File: src/lics_consts.svh
/*
  constants of the charge sequencer: clock, timing, register map.
  assumes a 40 MHz core clock and a 32-bit AXI4-Lite register bus.
*/
`ifndef LICS_CONSTS_SVH
`define LICS_CONSTS_SVH
// core clock rate in MHz
`define LICS_CLK_MHZ     64'd40
// supply glitch filter least time, ns
`define LICS_GLITCH_NS   64'd1000
`define LICS_GLITCH_CYC  ((`LICS_GLITCH_NS * `LICS_CLK_MHZ + 64'd999) / 64'd1000)
// charge timer base: one second, ns
`define LICS_SEC_NS      64'd1000000000
`define LICS_SEC_CYC     (`LICS_SEC_NS * `LICS_CLK_MHZ / 64'd1000)
// fixed internal timeout, seconds (3 hours)
`define LICS_T_FIXED_S   16'h2A30
// resistor timeout reset value, ohms (fixed 3 hours)
`define LICS_ROHM_RST    16'h7E90
// register byte offsets
`define LICS_A_CTRL      4'h0
`define LICS_A_TOHM      4'h4
`define LICS_A_STAT      4'h8
`define LICS_A_TIMER     4'hC
// ctrl reset: charging enabled
`define LICS_CTRL_RST    1'b1
// indicator pin bit positions
`define LICS_PIN_CHG     0
`define LICS_PIN_FLT     1
`define LICS_PIN_SUP     2
`define LICS_PIN_OVP     3
// index of the supply comparator in the sync vector
`define LICS_SUP_BIT     0
// axi responses
`define LICS_RESP_OK     2'h0
`define LICS_RESP_ERR    2'h2
`endif

File: src/lics_pkg.sv
/*
  types of the charge sequencer: phases, timer modes, pin groups.
  assumes nothing beyond the consts header for numbers.
*/
package lics_pkg;
  // sequencer phases
  typedef enum logic [2:0] {
    ST_OFF  = 3'b000,
    ST_PRE  = 3'b001,
    ST_CC   = 3'b010,
    ST_CV   = 3'b011,
    ST_MON  = 3'b100,
    ST_FLT  = 3'b101,
    ST_SUSP = 3'b110
  } lics_state_t;

  // timer source
  typedef enum logic [1:0] {
    TM_OFF   = 2'b00,
    TM_FIXED = 2'b01,
    TM_RES   = 2'b10
  } lics_tmode_t;

  // comparator decisions, asynchronous to the core clock
  typedef struct packed {
    logic tsel_low;     // timer select tied to ground
    logic tsel_high;    // timer select tied to supply
    logic therm_dis;    // thermistor below disable level
    logic therm_hot;    // thermistor below hot threshold
    logic therm_cold;   // thermistor above cold threshold
    logic bat_rechg;    // battery below recharge point
    logic iout_term;    // output current below termination
    logic bat_cv;       // battery at regulation target
    logic bat_pre;      // battery above pre-charge threshold
    logic ovp;          // input over-voltage present
    logic supply_ok;    // supply above undervoltage threshold
  } lics_cmp_t;

  // open-drain indicator pins, one bit per pin
  typedef struct packed {
    logic [3:0] out;    // level driven while enabled
    logic [3:0] oe;     // high while pulling the pin
  } lics_ind_t;
endpackage : lics_pkg

File: src/lics_sequencer.sv
/*
  charge-cycle sequencer for a single-cell charger: phase machine,
  charge timer, fault and indicator logic, AXI4-Lite registers.
  assumes comparator inputs from the analog front end, a 40 MHz
  clock and an asynchronous active-low reset from undervoltage.
*/
// Implementation choices: the AXI4-Lite interface to the registers and the address map.
`timescale 1ns/1ps
`include "lics_consts.svh"
module lics_sequencer #(
  // cycles per timer second; shorten for simulation
  parameter int unsigned P_SEC_CYC = 32'(`LICS_SEC_CYC)
) (
  input  wire logic                i_core_clk,
  input  wire logic                i_resetn,
  // comparator decisions
  input  wire lics_pkg::lics_cmp_t i_cmp,
  // indicator pins: level read back, driven level, enable
  input  wire logic [3:0]          i_ind_in,
  output lics_pkg::lics_ind_t      o_ind,
  // to the analog loop
  output lics_pkg::lics_state_t    o_phase,
  output logic                     o_out_en,
  // axi4-lite slave
  input  wire logic                i_s_axi_awvalid,
  output logic                     o_s_axi_awready,
  input  wire logic [3:0]          i_s_axi_awaddr,
  input  wire logic                i_s_axi_wvalid,
  output logic                     o_s_axi_wready,
  input  wire logic [31:0]         i_s_axi_wdata,
  input  wire logic [3:0]          i_s_axi_wstrb,
  output logic                     o_s_axi_bvalid,
  input  wire logic                i_s_axi_bready,
  output logic [1:0]               o_s_axi_bresp,
  input  wire logic                i_s_axi_arvalid,
  output logic                     o_s_axi_arready,
  input  wire logic [3:0]          i_s_axi_araddr,
  output logic                     o_s_axi_rvalid,
  input  wire logic                i_s_axi_rready,
  output logic [31:0]              o_s_axi_rdata,
  output logic [1:0]               o_s_axi_rresp
);
  import lics_pkg::*;

  // lane merge for a byte-enabled write
  function automatic logic [15:0] merge16(input logic [15:0] old,
                                          input logic [31:0] d,
                                          input logic [3:0]  s);
    merge16 = {s[1] ? d[15:8] : old[15:8], s[0] ? d[7:0] : old[7:0]};
  endfunction : merge16

  lics_cmp_t   c;             // synchronised comparators
  lics_state_t st_r;          // current phase
  lics_state_t st_nxt;
  lics_state_t sav_r;         // phase frozen by a temperature hold
  lics_state_t sav_nxt;
  logic [31:0] div_r;         // cycles within the current second
  logic [15:0] tmr_r;         // charge timer, seconds of on-time
  logic        tick_w;        // one-cycle second enable
  logic        tmr_clr_w;     // timer back to zero
  logic        term_r;        // termination current seen in cv
  logic        term_nxt;
  logic        ctrl_en_r;     // software charge enable
  logic [15:0] rohm_r;        // timer resistor value, ohms
  lics_tmode_t tmode_w;
  logic [15:0] tlim_w;        // active timeout, seconds
  logic        tmr_on_w;      // timer in use
  logic        expired_w;
  logic        pre_over_w;    // pre-charge used a quarter
  logic        temp_bad_w;
  logic        charging_w;
  logic        fault_w;
  logic        chg_act_w;

  lics_sync u_sync (
    .i_core_clk (i_core_clk),
    .i_resetn   (i_resetn),
    .i_async    (i_cmp),
    .o_sync     (c)
  );

  // timer source from the select pin
  assign tmode_w = c.tsel_high ? TM_FIXED :
                   c.tsel_low  ? TM_OFF   : TM_RES;
  // resistor timeout: ohms / 3 seconds
  assign tlim_w  = (tmode_w == TM_FIXED) ? `LICS_T_FIXED_S :
                   16'(rohm_r / 16'h0003);
  assign tmr_on_w   = (tmode_w != TM_OFF);
  assign expired_w  = tmr_on_w && (tmr_r >= tlim_w);
  // quarter of the total charge time
  assign pre_over_w = tmr_on_w && (tmr_r >= {2'b00, tlim_w[15:2]});
  assign temp_bad_w = c.therm_cold || c.therm_hot;
  assign charging_w = (st_r == ST_PRE) || (st_r == ST_CC) ||
                      (st_r == ST_CV);
  // the timer base runs only while the output is on
  assign tick_w = charging_w && (div_r == P_SEC_CYC - 32'd1);

  // phase machine; order of tests sets the priority
  always_comb begin
    st_nxt    = st_r;
    sav_nxt   = sav_r;
    term_nxt  = term_r;
    tmr_clr_w = 1'b0;
    if (!c.supply_ok || c.therm_dis || !ctrl_en_r) begin
      // disable level: shut down, clear the timer
      // supply removal also drops a pre-charge fault
      st_nxt    = ST_OFF;
      term_nxt  = 1'b0;
      tmr_clr_w = 1'b1;
    end else if (charging_w && temp_bad_w) begin
      // suspend and freeze; above the pre, cc and cv phase tests
      sav_nxt = st_r;
      st_nxt  = ST_SUSP;
    end else begin
      case (st_r)
        ST_OFF: begin
          // new cycle on the filtered supply
          tmr_clr_w = 1'b1;
          st_nxt = c.bat_pre ? ST_CC : ST_PRE;
        end
        ST_PRE: begin
          if (c.bat_pre) begin
            st_nxt = ST_CC;
          end else if (pre_over_w) begin
            st_nxt = ST_FLT;
          end
        end
        ST_CC: begin
          if (expired_w) begin
            st_nxt = ST_MON;
          end else if (c.bat_cv) begin
            st_nxt = ST_CV;
          end
        end
        ST_CV: begin
          if (c.iout_term) begin
            term_nxt = 1'b1;
          end
          if (expired_w) begin
            st_nxt = ST_MON;
          end else if (!tmr_on_w && c.iout_term) begin
            st_nxt = ST_MON;
          end
        end
        ST_MON: begin
          if (c.bat_rechg) begin
            tmr_clr_w = 1'b1;
            term_nxt  = 1'b0;
            st_nxt    = c.bat_pre ? ST_CC : ST_PRE;
          end
        end
        ST_FLT: begin
          if (c.bat_pre) begin
            st_nxt = ST_CC;
          end
        end
        ST_SUSP: begin
          if (!temp_bad_w) begin
            st_nxt = sav_r;
          end
        end
        default: begin
          st_nxt = ST_OFF;
        end
      endcase
    end
  end

  // phase registers
  always_ff @(posedge i_core_clk or negedge i_resetn) begin
    if (!i_resetn) begin
      st_r   <= ST_OFF;
      sav_r  <= ST_OFF;
      term_r <= 1'b0;
    end else begin
      st_r   <= st_nxt;
      sav_r  <= sav_nxt;
      term_r <= term_nxt;
    end
  end

  // second divider, cleared with the timer, otherwise held while the output is off
  always_ff @(posedge i_core_clk or negedge i_resetn) begin
    if (!i_resetn) begin
      div_r <= 32'd0;
    end else if (tmr_clr_w || tick_w) begin
      div_r <= 32'd0;
    end else if (charging_w) begin
      div_r <= div_r + 32'd1;
    end
  end

  // charge timer counts on-time seconds only
  // saturates so a long untimed charge cannot wrap it
  always_ff @(posedge i_core_clk or negedge i_resetn) begin
    if (!i_resetn) begin
      tmr_r <= 16'h0000;
    end else if (tmr_clr_w) begin
      tmr_r <= 16'h0000;
    end else if (tick_w && tmr_r != 16'hFFFF) begin
      tmr_r <= tmr_r + 16'h0001;
    end
  end

  // output and charge-active follow the phase
  assign chg_act_w = charging_w && !c.iout_term;
  assign fault_w   = (st_r == ST_FLT) ||
                     (temp_bad_w && c.supply_ok && !c.therm_dis);

  // outputs and indicator pins from flip-flops
  always_ff @(posedge i_core_clk or negedge i_resetn) begin
    if (!i_resetn) begin
      o_out_en <= 1'b0;
      o_phase  <= ST_OFF;
      o_ind    <= '0;
    end else begin
      o_out_en <= charging_w;
      o_phase  <= st_r;
      o_ind.out <= 4'h0;
      // released once current is below termination
      o_ind.oe[`LICS_PIN_CHG] <= chg_act_w;
      // fault pin low on temperature or pre-charge
      o_ind.oe[`LICS_PIN_FLT] <= fault_w;
      o_ind.oe[`LICS_PIN_SUP] <= c.supply_ok;
      o_ind.oe[`LICS_PIN_OVP] <= c.ovp;
    end
  end

  // axi4-lite write side: address and data taken in either order
  logic       aw_hold_r;
  logic [3:0] aw_addr_r;
  logic       w_hold_r;
  logic [31:0] w_data_r;
  logic [3:0] w_strb_r;
  logic       wr_go_w;
  logic       wr_hit_w;

  assign o_s_axi_awready = !aw_hold_r && !o_s_axi_bvalid;
  assign o_s_axi_wready  = !w_hold_r && !o_s_axi_bvalid;
  assign wr_go_w  = aw_hold_r && w_hold_r && !o_s_axi_bvalid;
  assign wr_hit_w = (aw_addr_r == `LICS_A_CTRL) ||
                    (aw_addr_r == `LICS_A_TOHM) ||
                    (aw_addr_r == `LICS_A_STAT) ||
                    (aw_addr_r == `LICS_A_TIMER);

  // capture channels, then perform and answer the write
  always_ff @(posedge i_core_clk or negedge i_resetn) begin
    if (!i_resetn) begin
      aw_hold_r      <= 1'b0;
      aw_addr_r      <= 4'h0;
      w_hold_r       <= 1'b0;
      w_data_r       <= 32'h0000_0000;
      w_strb_r       <= 4'h0;
      o_s_axi_bvalid <= 1'b0;
      o_s_axi_bresp  <= `LICS_RESP_OK;
      ctrl_en_r      <= `LICS_CTRL_RST;
      rohm_r         <= `LICS_ROHM_RST;
    end else begin
      if (i_s_axi_awvalid && o_s_axi_awready) begin
        aw_hold_r <= 1'b1;
        aw_addr_r <= {i_s_axi_awaddr[3:2], 2'b00};
      end
      if (i_s_axi_wvalid && o_s_axi_wready) begin
        w_hold_r <= 1'b1;
        w_data_r <= i_s_axi_wdata;
        w_strb_r <= i_s_axi_wstrb;
      end
      if (wr_go_w) begin
        aw_hold_r      <= 1'b0;
        w_hold_r       <= 1'b0;
        o_s_axi_bvalid <= 1'b1;
        o_s_axi_bresp  <= wr_hit_w ? `LICS_RESP_OK : `LICS_RESP_ERR;
        // status and timer words ignore writes
        if (aw_addr_r == `LICS_A_CTRL && w_strb_r[0]) begin
          ctrl_en_r <= w_data_r[0];
        end
        if (aw_addr_r == `LICS_A_TOHM) begin
          rohm_r <= merge16(rohm_r, w_data_r, w_strb_r);
        end
      end else if (o_s_axi_bvalid && i_s_axi_bready) begin
        o_s_axi_bvalid <= 1'b0;
      end
    end
  end

  // read decode
  logic [31:0] rd_w;
  logic        rd_hit_w;
  assign rd_hit_w = 1'b1;
  always_comb begin
    case ({i_s_axi_araddr[3:2], 2'b00})
      `LICS_A_CTRL:  rd_w = {31'h0, ctrl_en_r};
      `LICS_A_TOHM:  rd_w = {16'h0, rohm_r};
      `LICS_A_STAT:  rd_w = {18'h0, i_ind_in, tmode_w, fault_w,
                             term_r, chg_act_w, charging_w,
                             1'b0, st_r};
      `LICS_A_TIMER: rd_w = {tlim_w, tmr_r};
      default:       rd_w = 32'h0000_0000;
    endcase
  end

  // read answer one cycle after the address is taken
  assign o_s_axi_arready = !o_s_axi_rvalid;
  always_ff @(posedge i_core_clk or negedge i_resetn) begin
    if (!i_resetn) begin
      o_s_axi_rvalid <= 1'b0;
      o_s_axi_rdata  <= 32'h0000_0000;
      o_s_axi_rresp  <= `LICS_RESP_OK;
    end else if (i_s_axi_arvalid && o_s_axi_arready) begin
      o_s_axi_rvalid <= 1'b1;
      o_s_axi_rdata  <= rd_w;
      o_s_axi_rresp  <= rd_hit_w ? `LICS_RESP_OK : `LICS_RESP_ERR;
    end else if (o_s_axi_rvalid && i_s_axi_rready) begin
      o_s_axi_rvalid <= 1'b0;
    end
  end
endmodule : lics_sequencer

File: src/lics_sync.sv
/*
  two-flop synchroniser for the comparator vector, with a glitch
  filter on the supply bit.
  assumes one core clock and an asynchronous active-low reset.
*/
`timescale 1ns/1ps
`include "lics_consts.svh"
module lics_sync (
  input  wire logic               i_core_clk,
  input  wire logic               i_resetn,
  input  wire lics_pkg::lics_cmp_t i_async,
  output lics_pkg::lics_cmp_t      o_sync
);
  import lics_pkg::*;

  localparam int unsigned W = $bits(lics_cmp_t);
  localparam logic [7:0] GLITCH_CYC = 8'(`LICS_GLITCH_CYC);

  logic [W-1:0] meta_r;    // first stage, read only by stage two
  logic [W-1:0] sync_r;    // second stage
  logic         sup_r;     // filtered supply level
  logic [7:0]   cnt_r;     // cycles the raw supply differs
  logic [W-1:0] out_w;

  always_ff @(posedge i_core_clk or negedge i_resetn) begin
    if (!i_resetn) begin
      meta_r <= '0;
      sync_r <= '0;
    end else begin
      meta_r <= i_async;
      sync_r <= meta_r;
    end
  end

  // supply glitch filter
  // a change must hold for the whole filter time before it counts
  always_ff @(posedge i_core_clk or negedge i_resetn) begin
    if (!i_resetn) begin
      sup_r <= 1'b0;
      cnt_r <= 8'h00;
    end else if (sync_r[`LICS_SUP_BIT] == sup_r) begin
      cnt_r <= 8'h00;
    end else if (cnt_r == GLITCH_CYC - 8'h01) begin
      sup_r <= sync_r[`LICS_SUP_BIT];
      cnt_r <= 8'h00;
    end else begin
      cnt_r <= cnt_r + 8'h01;
    end
  end

  // filtered supply replaces the raw bit
  always_comb begin
    out_w = sync_r;
    out_w[`LICS_SUP_BIT] = sup_r;
  end
  assign o_sync = out_w;
endmodule : lics_sync

File: config.mk
export PLATFORM = sky130hd
export DESIGN_NAME = lics_sequencer
export DESIGN_NICKNAME = d
export VERILOG_FILES = /design/src/lics_pkg.sv /design/src/lics_sequencer.sv /design/src/lics_sync.sv
export VERILOG_INCLUDE_DIRS = /design/src
export SDC_FILE = /design/constraint.sdc
export NUM_CORES = 1
export LEC_CHECK = 0
export ABC_AREA = 0
export BUFFER_PORTS_ARGS = -buffer_cell sky130_fd_sc_hd__buf_2
export CELL_PAD_IN_SITES_DETAIL_PLACEMENT = 2
export CELL_PAD_IN_SITES_GLOBAL_PLACEMENT = 2
export CORE_ASPECT_RATIO = 0.9
export CORE_MARGIN = 2
export CORE_UTILIZATION = 32
export CTS_CLUSTER_SIZE = 20
export DETAILED_ROUTE_END_ITERATION = 8
export GPL_ROUTABILITY_DRIVEN = 0
export PLACE_DENSITY_LB_ADDON = 0.25
export SLEW_MARGIN = 20
export SYNTH_ARGS = -nofsm -noshare
export SYNTH_HDL_FRONTEND = slang
export SYNTH_HIERARCHICAL = 1
export SYNTH_SLANG_ARGS = --single-unit
File: constraint.sdc
create_clock -name i_core_clk -period 6.8 [get_ports i_core_clk]
set_input_delay 1.36 -clock i_core_clk [delete_from_list [all_inputs] [get_ports i_core_clk]]
set_output_delay 1.36 -clock i_core_clk [all_outputs]
set_load 0.05 [all_outputs]
==> reports/qor.yml, run 1 <==
layout.nets: 1266
worstSetupEndpointType: "flop"
timing.fmax_ghz: 0.1495
grt_pass1_vias: 9221
power_density_nw_per_um2: 547.6
tightest_slew_ns: 1.047
rr_worst_depth: 33
p_sw_share_pct: 45.20
initialDrtViolationCount: 427
place_ws_ns: -0.3734
grt_max_degree: 81
clk_path_buf_depth: 2
portBuffers: 88
cts_hold_buf: 0
finClkSkew_ns: 0.02244
hold_start: "u_sync/meta_r[0]$_DFF_PN0_"
status: "finished clean"
drive_gt1_share_pct: 31.13
finalWirelength_um: 32830
vias: 8468
synth_area_leaders: "dfrtp_1 (41%), mux2_2 (4.9%), nor2_1 (4.4%)"
synth_edf_count: 0
cpMostUsedCell: "a21o_1"
ir_worst_vdd_mv: 0.2329
clk_pin_slew_ns: 0.07
seqPwrFrac_pct: 21.0
crit_path_top_delay_cell: "dfstp_2"
gr-usage-met1_pct: 29.40
grt_usage_pct: 20.98
slowest_delay_ns: 0.64
initial_utilization_pct: 32.42
cap_violations: 0
cts_buffers: 17
synth_seq_area_share_pct: 43.36
cp.required_ns: 7.13
dieWidth_um: 187.2
ys_ff_latch: 167
area_delta_synth_final_pct: 25.87
p_total_mw: 6.660
ys_types: 94
antenna_found_initial: 1
startpoint_type: "flop"
core_um2: 29800
pwr-share-comb_pct: 64.3
setup.worst_path.end: "st_r[2]$_DFFE_PN0P_"
p_sw_mw: 3.011
grt_pass1_wl_um: 52230
via_per_inst: 5.349
rsz0062_at_grt: "true"
ys_warn_count: 6
p_clk_share_pct: 14.7
drv_slew: 0
cts_tree: "yes"
rows: 60
setup_viol: 0
drc: 0
p_leak_nw: 5.275
finalCritPeriodShare_pct: 98.38
finalHoldViolations: 0
synth.avg_cell_area_um2: 9.530
timing.final.crit_period_ns: 6.690
use_met2_pct: 33.75
dieArea_um2: 31600
die_y_um: 168.9
ys_async_sr_fraction_pct: 100.0
cp_max_fo: 5
clock_sinks: 167
clk_latency_ns: 0.46
yosysTopAreaCellShare_pct: 40.92
finalWorstSetupSlack_ns: 0.1099
slew_headroom_pct: 30.08
dp_hpwl_um: 22760
synth.most_common_cell: "dfrtp_1"
crit_type: "flop to flop"
hold_path.class: "flop to flop"
overflow: 0
postRouteAntennaNets: 0
critPathLaunch: "rohm_r[12]$_DFFE_PN1P_"
synth_ff_type: "dfrtp_1"
ios: 119
grt_use_met3_pct: 3.711
worstPathArrival_ns: 7.02
post_drt_wl_per_cell_um: 20.74
synth_area_um2: 9663
r2r_end: "st_r[2]$_DFFE_PN0P_"
rrSetupSlack_ns: 0.11
power.internal_mw: 3.649
h-tree-depth: 4
syn_inst: 1014
synth_area_leader_cell: "dfrtp_1"
cts-root-buf: "clkbuf_16"
netlist_top_cells_count: "dfrtp_1 (158), nor2_1 (114), nand2_1 (87)"
drt_pass1_iterations: 5
regToRegStartpoint: "rohm_r[12]$_DFFE_PN1P_"
grt_busiest_layer: "met2"
cells by family (layout without fill, tap and decap cells):
logic type,Yosys count,in the layout,synth area share [%]
and+or+nand+nor,362,362,18.32
AOI/OAI and AO/OA,249,249,18.56
DFF,167,167,43.36
buffers and inverters,103,261,5.089
muxes,53,53,6.176
xor gates and xnor gates,45,45,4.079
adders and majority gates,34,34,4.377
other,1,9,0.03881
how the worst min path moves through the flow:
stage | endpoint | depth (start not counted)
floorplan | u_sync/sync_r[0]$_DFF_PN0_ | 0
global placement | u_sync/sync_r[0]$_DFF_PN0_ | 0
detailed placement | u_sync/sync_r[0]$_DFF_PN0_ | 0
CTS | u_sync/sync_r[0]$_DFF_PN0_ | 0
global route | o_ind[3]$_DFF_PN0_ | 0
finish | u_sync/sync_r[0]$_DFF_PN0_ | 0
metal layers:
| layer | vias up | routed length, um |
|---|---|---|
| met5 | - | 0 |
| met4 | 0 | 444 |
| met3 | 26 | 1125 |
| met2 | 128 | 15570 |
| met1 | 4381 | 15700 |
| li1 | 3933 | - |
placed cells by master, fill, tap and decap left out, drive strengths merged, types with 23 or more instances in the layout:
| master | netlist | final |
|---|---|---|
| xor2 | 26 | 26 |
| a21oi | 51 | 51 |
| nand2 | 88 | 88 |
| nand3 | 28 | 28 |
| ha | 33 | 33 |
| dfrtp | 158 | 158 |
| nor2 | 114 | 114 |
| inv | 26 | 31 |
| o21ai | 69 | 69 |
| mux2 | 43 | 43 |
| nor3 | 23 | 23 |
| buf | 38 | 202 |
cell type report:
type,count,area [um2]
antenna,1,2.502
clock buffer,19,452.9
clock inverter,12,118.9
fill,3263,17640
inverter,28,105.1
multi-input combinational,751,5423
sequential,167,4192
tap,403,504.2
timing repair buffer,202,1365
critical path, delay by kind of cell (launching register included):
family	cells	cell delay (ns)
and+or+nand+nor	5	0.86
adders and majority gates	2	0.50
AOI/OAI and AO/OA	22	3.93
buffers and inverters	4	0.64
DFF	1	0.64
timing repair:
item,4_1_cts,5_1_grt
endpoints found under the setup margin,3,3
setup buffers,16,10
pin swaps,29,51
gates resized for setup,43,43
metrics by stage:
step	std cells	TNS [ns]	area [um2]	utilization (%)	hold WS, ns
2_1_floorplan	1021	0	9689	-	0.3312
3_3_place_gp	1525	-0.1586	10910	36.62	0.3313
3_5_place_dp	1525	-0.7451	10910	36.62	0.3358
4_1_cts	1572	0	11840	39.74	0.3519
5_1_grt	1582	-0.3902	12160	40.80	0.3577
6_report	1583	0	12160	40.81	0.3473
state kept, by name, indices dropped and copies added, names as in the netlist:
signal	flops
div_r	32
o_s_axi_rdata	31
rohm_r	16
tmr_r	16
w_data_r	16
u_sync/meta_r	11
u_sync/sync_r	11
u_sync/cnt_r	8
o_ind	4
o_phase	3
sav_r	3
st_r	3
aw_addr_r	2
w_strb_r	2
aw_hold_r	1
ctrl_en_r	1
o_out_en	1
o_s_axi_bresp	1
o_s_axi_bvalid	1
o_s_axi_rvalid	1
term_r	1
u_sync/sup_r	1
w_hold_r	1
power by group through the flow:
stage | clock [mW] | combinational [mW] | sequential [mW]
2_1_floorplan | 0 | 2.04 | 1.45
3_3_place_gp | 0 | 3.34 | 1.40
3_5_place_dp | 0 | 3.46 | 1.41
4_1_cts | 1.01 | 3.87 | 1.38
5_1_grt | 1.05 | 4.61 | 1.43
6_report | 0.979 | 4.28 | 1.40
Note: power is estimated with default switching activity, not from simulation.
==> run 2, diff against run 1 <==
clock period = 7.63 ns   (was 6.8 ns; I/O delays follow)
==> run 2 against run 1 <==
  * Worst setup slack improved by 0.25 ns
  * Critical path depth decreased by 3
  * Global-route usage decreased by 1.5 points
  * Register-to-register slack improved by 0.25 ns
  * Core utilization decreased by 3.8 points
  * Critical path type unchanged
  * Largest power group unchanged
  * Highest routed layer unchanged
==> reports/qor.yml, run 2 (synthesized netlist as in run 1, its figures left out) <==
status: "finished clean"
p_leak_nw: 4.710
cts_hold_buf: 0
tightest_slew_ns: 1.042
cts-root-buf: "clkbuf_16"
slew_headroom_pct: 30.08
dieWidth_um: 187.2
finClkSkew_ns: 0.01824
portBuffers: 88
layout_common_cells: "dfrtp_1 (157), nor2_1 (113), nand2_1 (87), buf_2 (87), o21ai_0 (62)"
clk_path_buf_depth: 2
antenna_found_initial: 0
fillers: 3325
finalWirelength_um: 29380
grt_max_degree: 98
cap_violations: 0
finalCritPeriodShare_pct: 95.33
largest_reg_flops: 32
p_clk_share_pct: 18.3
final_common_cell: "dfrtp_1"
layout.nets: 1170
finalHoldViolations: 0
cp_max_fo: 13
cts_buffers: 17
initialDrtViolationCount: 405
power.internal_mw: 2.496
p_sw_share_pct: 47.27
drc: 0
overflow: 0
crit_type: "flop to flop"
hold_path.class: "flop to flop"
holdWs_ns: 0.3502
cpMostUsedCell: "a21o_1"
tns_ns: 0
seqPwrFrac_pct: 27.6
worstSetupEndpointType: "flop"
startpoint_type: "flop"
ios: 119
timing.final.crit_period_ns: 7.274
final_cells: 1487
p_total_mw: 4.732
setup_viol: 0
area_delta_synth_final_pct: 14.18
clk_latency_ns: 0.46
cp.required_ns: 7.96
dp_hpwl_um: 20910
top_register: "div_r"
initial_utilization_pct: 32.42
p_sw_mw: 2.237
core_um2: 29800
path_delay_family: "compound AO/OA/AOI/OAI gates"
dp.cells: 1451
clk_pin_slew_ns: 0.07
drt_pass1_iterations: 4
grt_pass1_wl_um: 48650
cp_num_buf_inv: 1
worstPathArrival_ns: 7.61
postRouteAntennaNets: 0
slowest_delay_ns: 0.66
h-tree-depth: 4
post_drt_wl_per_cell_um: 19.76
drv_slew: 0
diodes: 0
crit_path_top_delay_cell: "dfstp_2"
via_per_inst: 5.392
grt_usage_pct: 19.51
pwr-share-comb_pct: 54.2
vias: 8018
die_y_um: 168.9
timing.fmax_ghz: 0.1375
clock_sinks: 167
rows: 60
power_density_nw_per_um2: 428.9
drive_gt1_share_pct: 21.77
dieArea_um2: 31600
ir_worst_vdd_mv: 0.2155
reg_top3: "div_r (32), o_s_axi_rdata (31)"
cts_tree: "yes"
grt_pass1_vias: 8658
## run 2: final timing paths
kind                                                  from                         end  slack, ns  cells past startpoint
worst max-delay path                rohm_r[11]$_DFFE_PN1P_         st_r[2]$_DFFE_PN0P_       0.36                     30
worst min-delay path            u_sync/meta_r[0]$_DFF_PN0_  u_sync/sync_r[0]$_DFF_PN0_       0.35                      0
worst max register to register      rohm_r[11]$_DFFE_PN1P_         st_r[2]$_DFFE_PN0P_       0.36                     30
worst min register to register  u_sync/meta_r[0]$_DFF_PN0_  u_sync/sync_r[0]$_DFF_PN0_       0.35                      0
max in group asynchronous                         i_resetn        tmr_r[8]$_DFFE_PN0P_       4.95                      2
min in group asynchronous                         i_resetn  o_s_axi_bvalid$_DFFE_PN0P_       1.17                      1
## run 2: repair_timing
action,4_1_cts,5_1_grt
setup endpoints to repair,0,3
buffers inserted,0,4
gates resized for setup,0,17
## run 2: routing by layer
| layer | track usage [%] | up-vias | part of all wire [%] | wire, um |
|---|---|---|---|---|
| li1 | - | 3754 | - | - |
| met1 | 27.74 | 4140 | 50 | 14660 |
| met2 | 31.00 | 104 | 46 | 13510 |
| met3 | 3.235 | 20 | 3.1 | 911 |
| met4 | 4.727 | 0 | 1.0 | 307 |
| met5 | 0 | - | 0 | 0 |
## run 2: power groups by stage
stage	sequential [mW]	clock, mW	combinational [mW]
floorplan	1.29	0	1.82
global placement	1.31	0	2.36
detailed placement	1.32	0	2.42
CTS	1.30	0.890	2.44
global route	1.34	0.926	2.83
finish	1.30	0.865	2.56
## run 2: final cells by class
type / count / area, um2 / share of cell area, %
flip-flops and latches: 167 / 4199 / 38.06
repair buffers: 106 / 581.8 / 5.273
well taps: 403 / 504.2 / 4.570
clock inverters: 15 / 142.6 / 1.293
inverters: 28 / 105.1 / 0.9526
multi-input cells: 751 / 5075 / 46.00
clock buffers: 17 / 425.4 / 3.856
## run 2: per-stage QoR
stage	cell area, um2	worst slack [ns]	utilization, %
2_1_floorplan	9689	1.319	-
3_3_place_gp	10360	0.3674	34.76
3_5_place_dp	10360	0.2306	34.76
4_1_cts	10930	0.1782	36.66
5_1_grt	11030	-0.05431	37.02
6_report	11030	0.3563	37.02
==> run 3, diff against run 2 <==
RECOVER_POWER = 50   (was unset)
==> run 3 against run 2 <==
  * The run now ends with capacitance limit, slew limit left
  * Wire length grew 0.24%
  * Register-to-register slack is essentially flat
  * Cell area shrank 0.35%
  * Hold slack is essentially flat
  * Clock-buffer cell count is the same
==> reports/qor.yml, run 3 (synthesized netlist as in run 1, its figures left out) <==
status: "finished with violations"
violations: "capacitance limit, slew limit"
seq_area_um2: 4199
p_total_mw: 4.735
holdWs_ns: 0.3504
multiInputGateArea_um2: 5056
setup_viol: 0
finClkSkew_ns: 0.01731
worstSetupEndpointType: "flop"
rows: 60
reg_top3: "div_r (32), o_s_axi_rdata (31)"
cp.required_ns: 7.96
h-tree-depth: 4
post_dp_cell_area_um2: 10360
final_common_cell: "dfrtp_1"
initial_utilization_pct: 32.42
overflow: 0
layout_common_cells: "dfrtp_1 (157), nor2_1 (113), nand2_1 (87)"
core_um2: 29800
dieArea_um2: 31600
ir_worst_vdd_mv: 0.2144
diodes: 0
drv_slew: 127
vias: 8031
portBuffers: 88
finalHoldViolations: 0
startpoint_type: "flop"
cap_violations: 2
slew_headroom_pct: -250.3
clock_sinks: 167
tns_ns: 0
place_ws_ns: 0.2306
final_core_util_pct: 36.89
area_delta_synth_final_pct: 13.78
cts-root-buf: "clkbuf_16"
post_drt_wl_per_cell_um: 19.81
drt_pass1_iterations: 4
grt_usage_pct: 19.51
dp_hpwl_um: 20910
ios: 119
worstPathArrival_ns: 7.61
die_y_um: 168.9
antenna_found_initial: 0
hold_path.class: "flop to flop"
clk_path_buf_depth: 2
drive_gt1_share_pct: 20.76
finalInstanceArea_um2: 10990
crit_type: "flop to flop"
initialDrtViolationCount: 416
grt_pass1_vias: 8658
hold_start: "u_sync/meta_r[0]$_DFF_PN0_"
via_per_inst: 5.401
tightest_slew_ns: 5.255
largest_reg_flops: 32
regToRegStartpoint: "rohm_r[11]$_DFFE_PN1P_"
finalWirelength_um: 29450
drc: 0
cp_max_fo: 13
slowest_delay_ns: 0.67
dp.cells: 1451
grt_max_degree: 98
critPathLaunch: "rohm_r[11]$_DFFE_PN1P_"
layout.nets: 1170
timing.final.crit_period_ns: 7.278
timing.fmax_ghz: 0.1374
postRouteAntennaNets: 0
cts_tree: "yes"
cts_buffers: 17
grt_pass1_wl_um: 48650
finalCritPeriodShare_pct: 95.38
fillers: 3326
crit_path_top_delay_cell: "dfstp_2"
power_density_nw_per_um2: 430.6
p_leak_nw: 4.664
top_register: "div_r"
clk_pin_slew_ns: 0.07
clk_latency_ns: 0.46
cts_hold_buf: 0
finalWorstSetupSlack_ns: 0.3524
cpMostUsedCell: "a21o_1"
dieWidth_um: 187.2
final_cells: 1487
-- run 3: layer usage --
metal  share of wire [%]  GRT usage (%)  vias to the layer above
met2                  46          31.00                      103
li1                    -              -                     3754
met1                  50          27.74                     4150
met4                 1.2          4.727                        0
met3                 3.3          3.235                       24
met5                   0              0                        -
-- run 3: cell type report --
type                    count  share of cell area (%)
repair buffers            106                   5.110
flip-flops and latches    167                   38.19
clock inverters            15                   1.297
clock buffers              17                   3.869
well taps                 403                   4.586
inverters                  28                  0.9560
multi-input cells         751                   45.99
-- run 3: worst paths after layout --
kind	endpoint	slack, ns	cells after the start
worst max-delay path	st_r[2]$_DFFE_PN0P_	0.35	30
worst min-delay path	u_sync/sync_r[0]$_DFF_PN0_	0.35	0
worst max register to register	st_r[2]$_DFFE_PN0P_	0.35	30
worst min register to register	u_sync/sync_r[0]$_DFF_PN0_	0.35	0
max in group asynchronous	rohm_r[15]$_DFFE_PN0P_	1.34	1
min in group asynchronous	o_s_axi_bresp[1]$_DFFE_PN0P_	2.99	1
-- run 3: report_power, final --
group	switching, mW	leakage, nW	internal (mW)	total (mW)
Combinational	1.59	2.24	0.976	2.56
Sequential	0.243	2.16	1.06	1.31
Clock	0.410	0.269	0.455	0.866
-- run 3: what timing repair did --
item | in CTS | in global routing
endpoints found under the setup margin | 0 | 3
resized for setup | 0 | 17
setup buffers | 0 | 4
endpoints found under the hold margin | 0 | 0
-- run 3: worst max-delay path, delay by kind of cell (launching register included) --
kind / cells / cell delay [ns]
simple gates: 7 / 1.66
compound gates: 20 / 4.07
fa+ha+maj: 2 / 0.57
buf+inv: 1 / 0.17
flops: 1 / 0.67
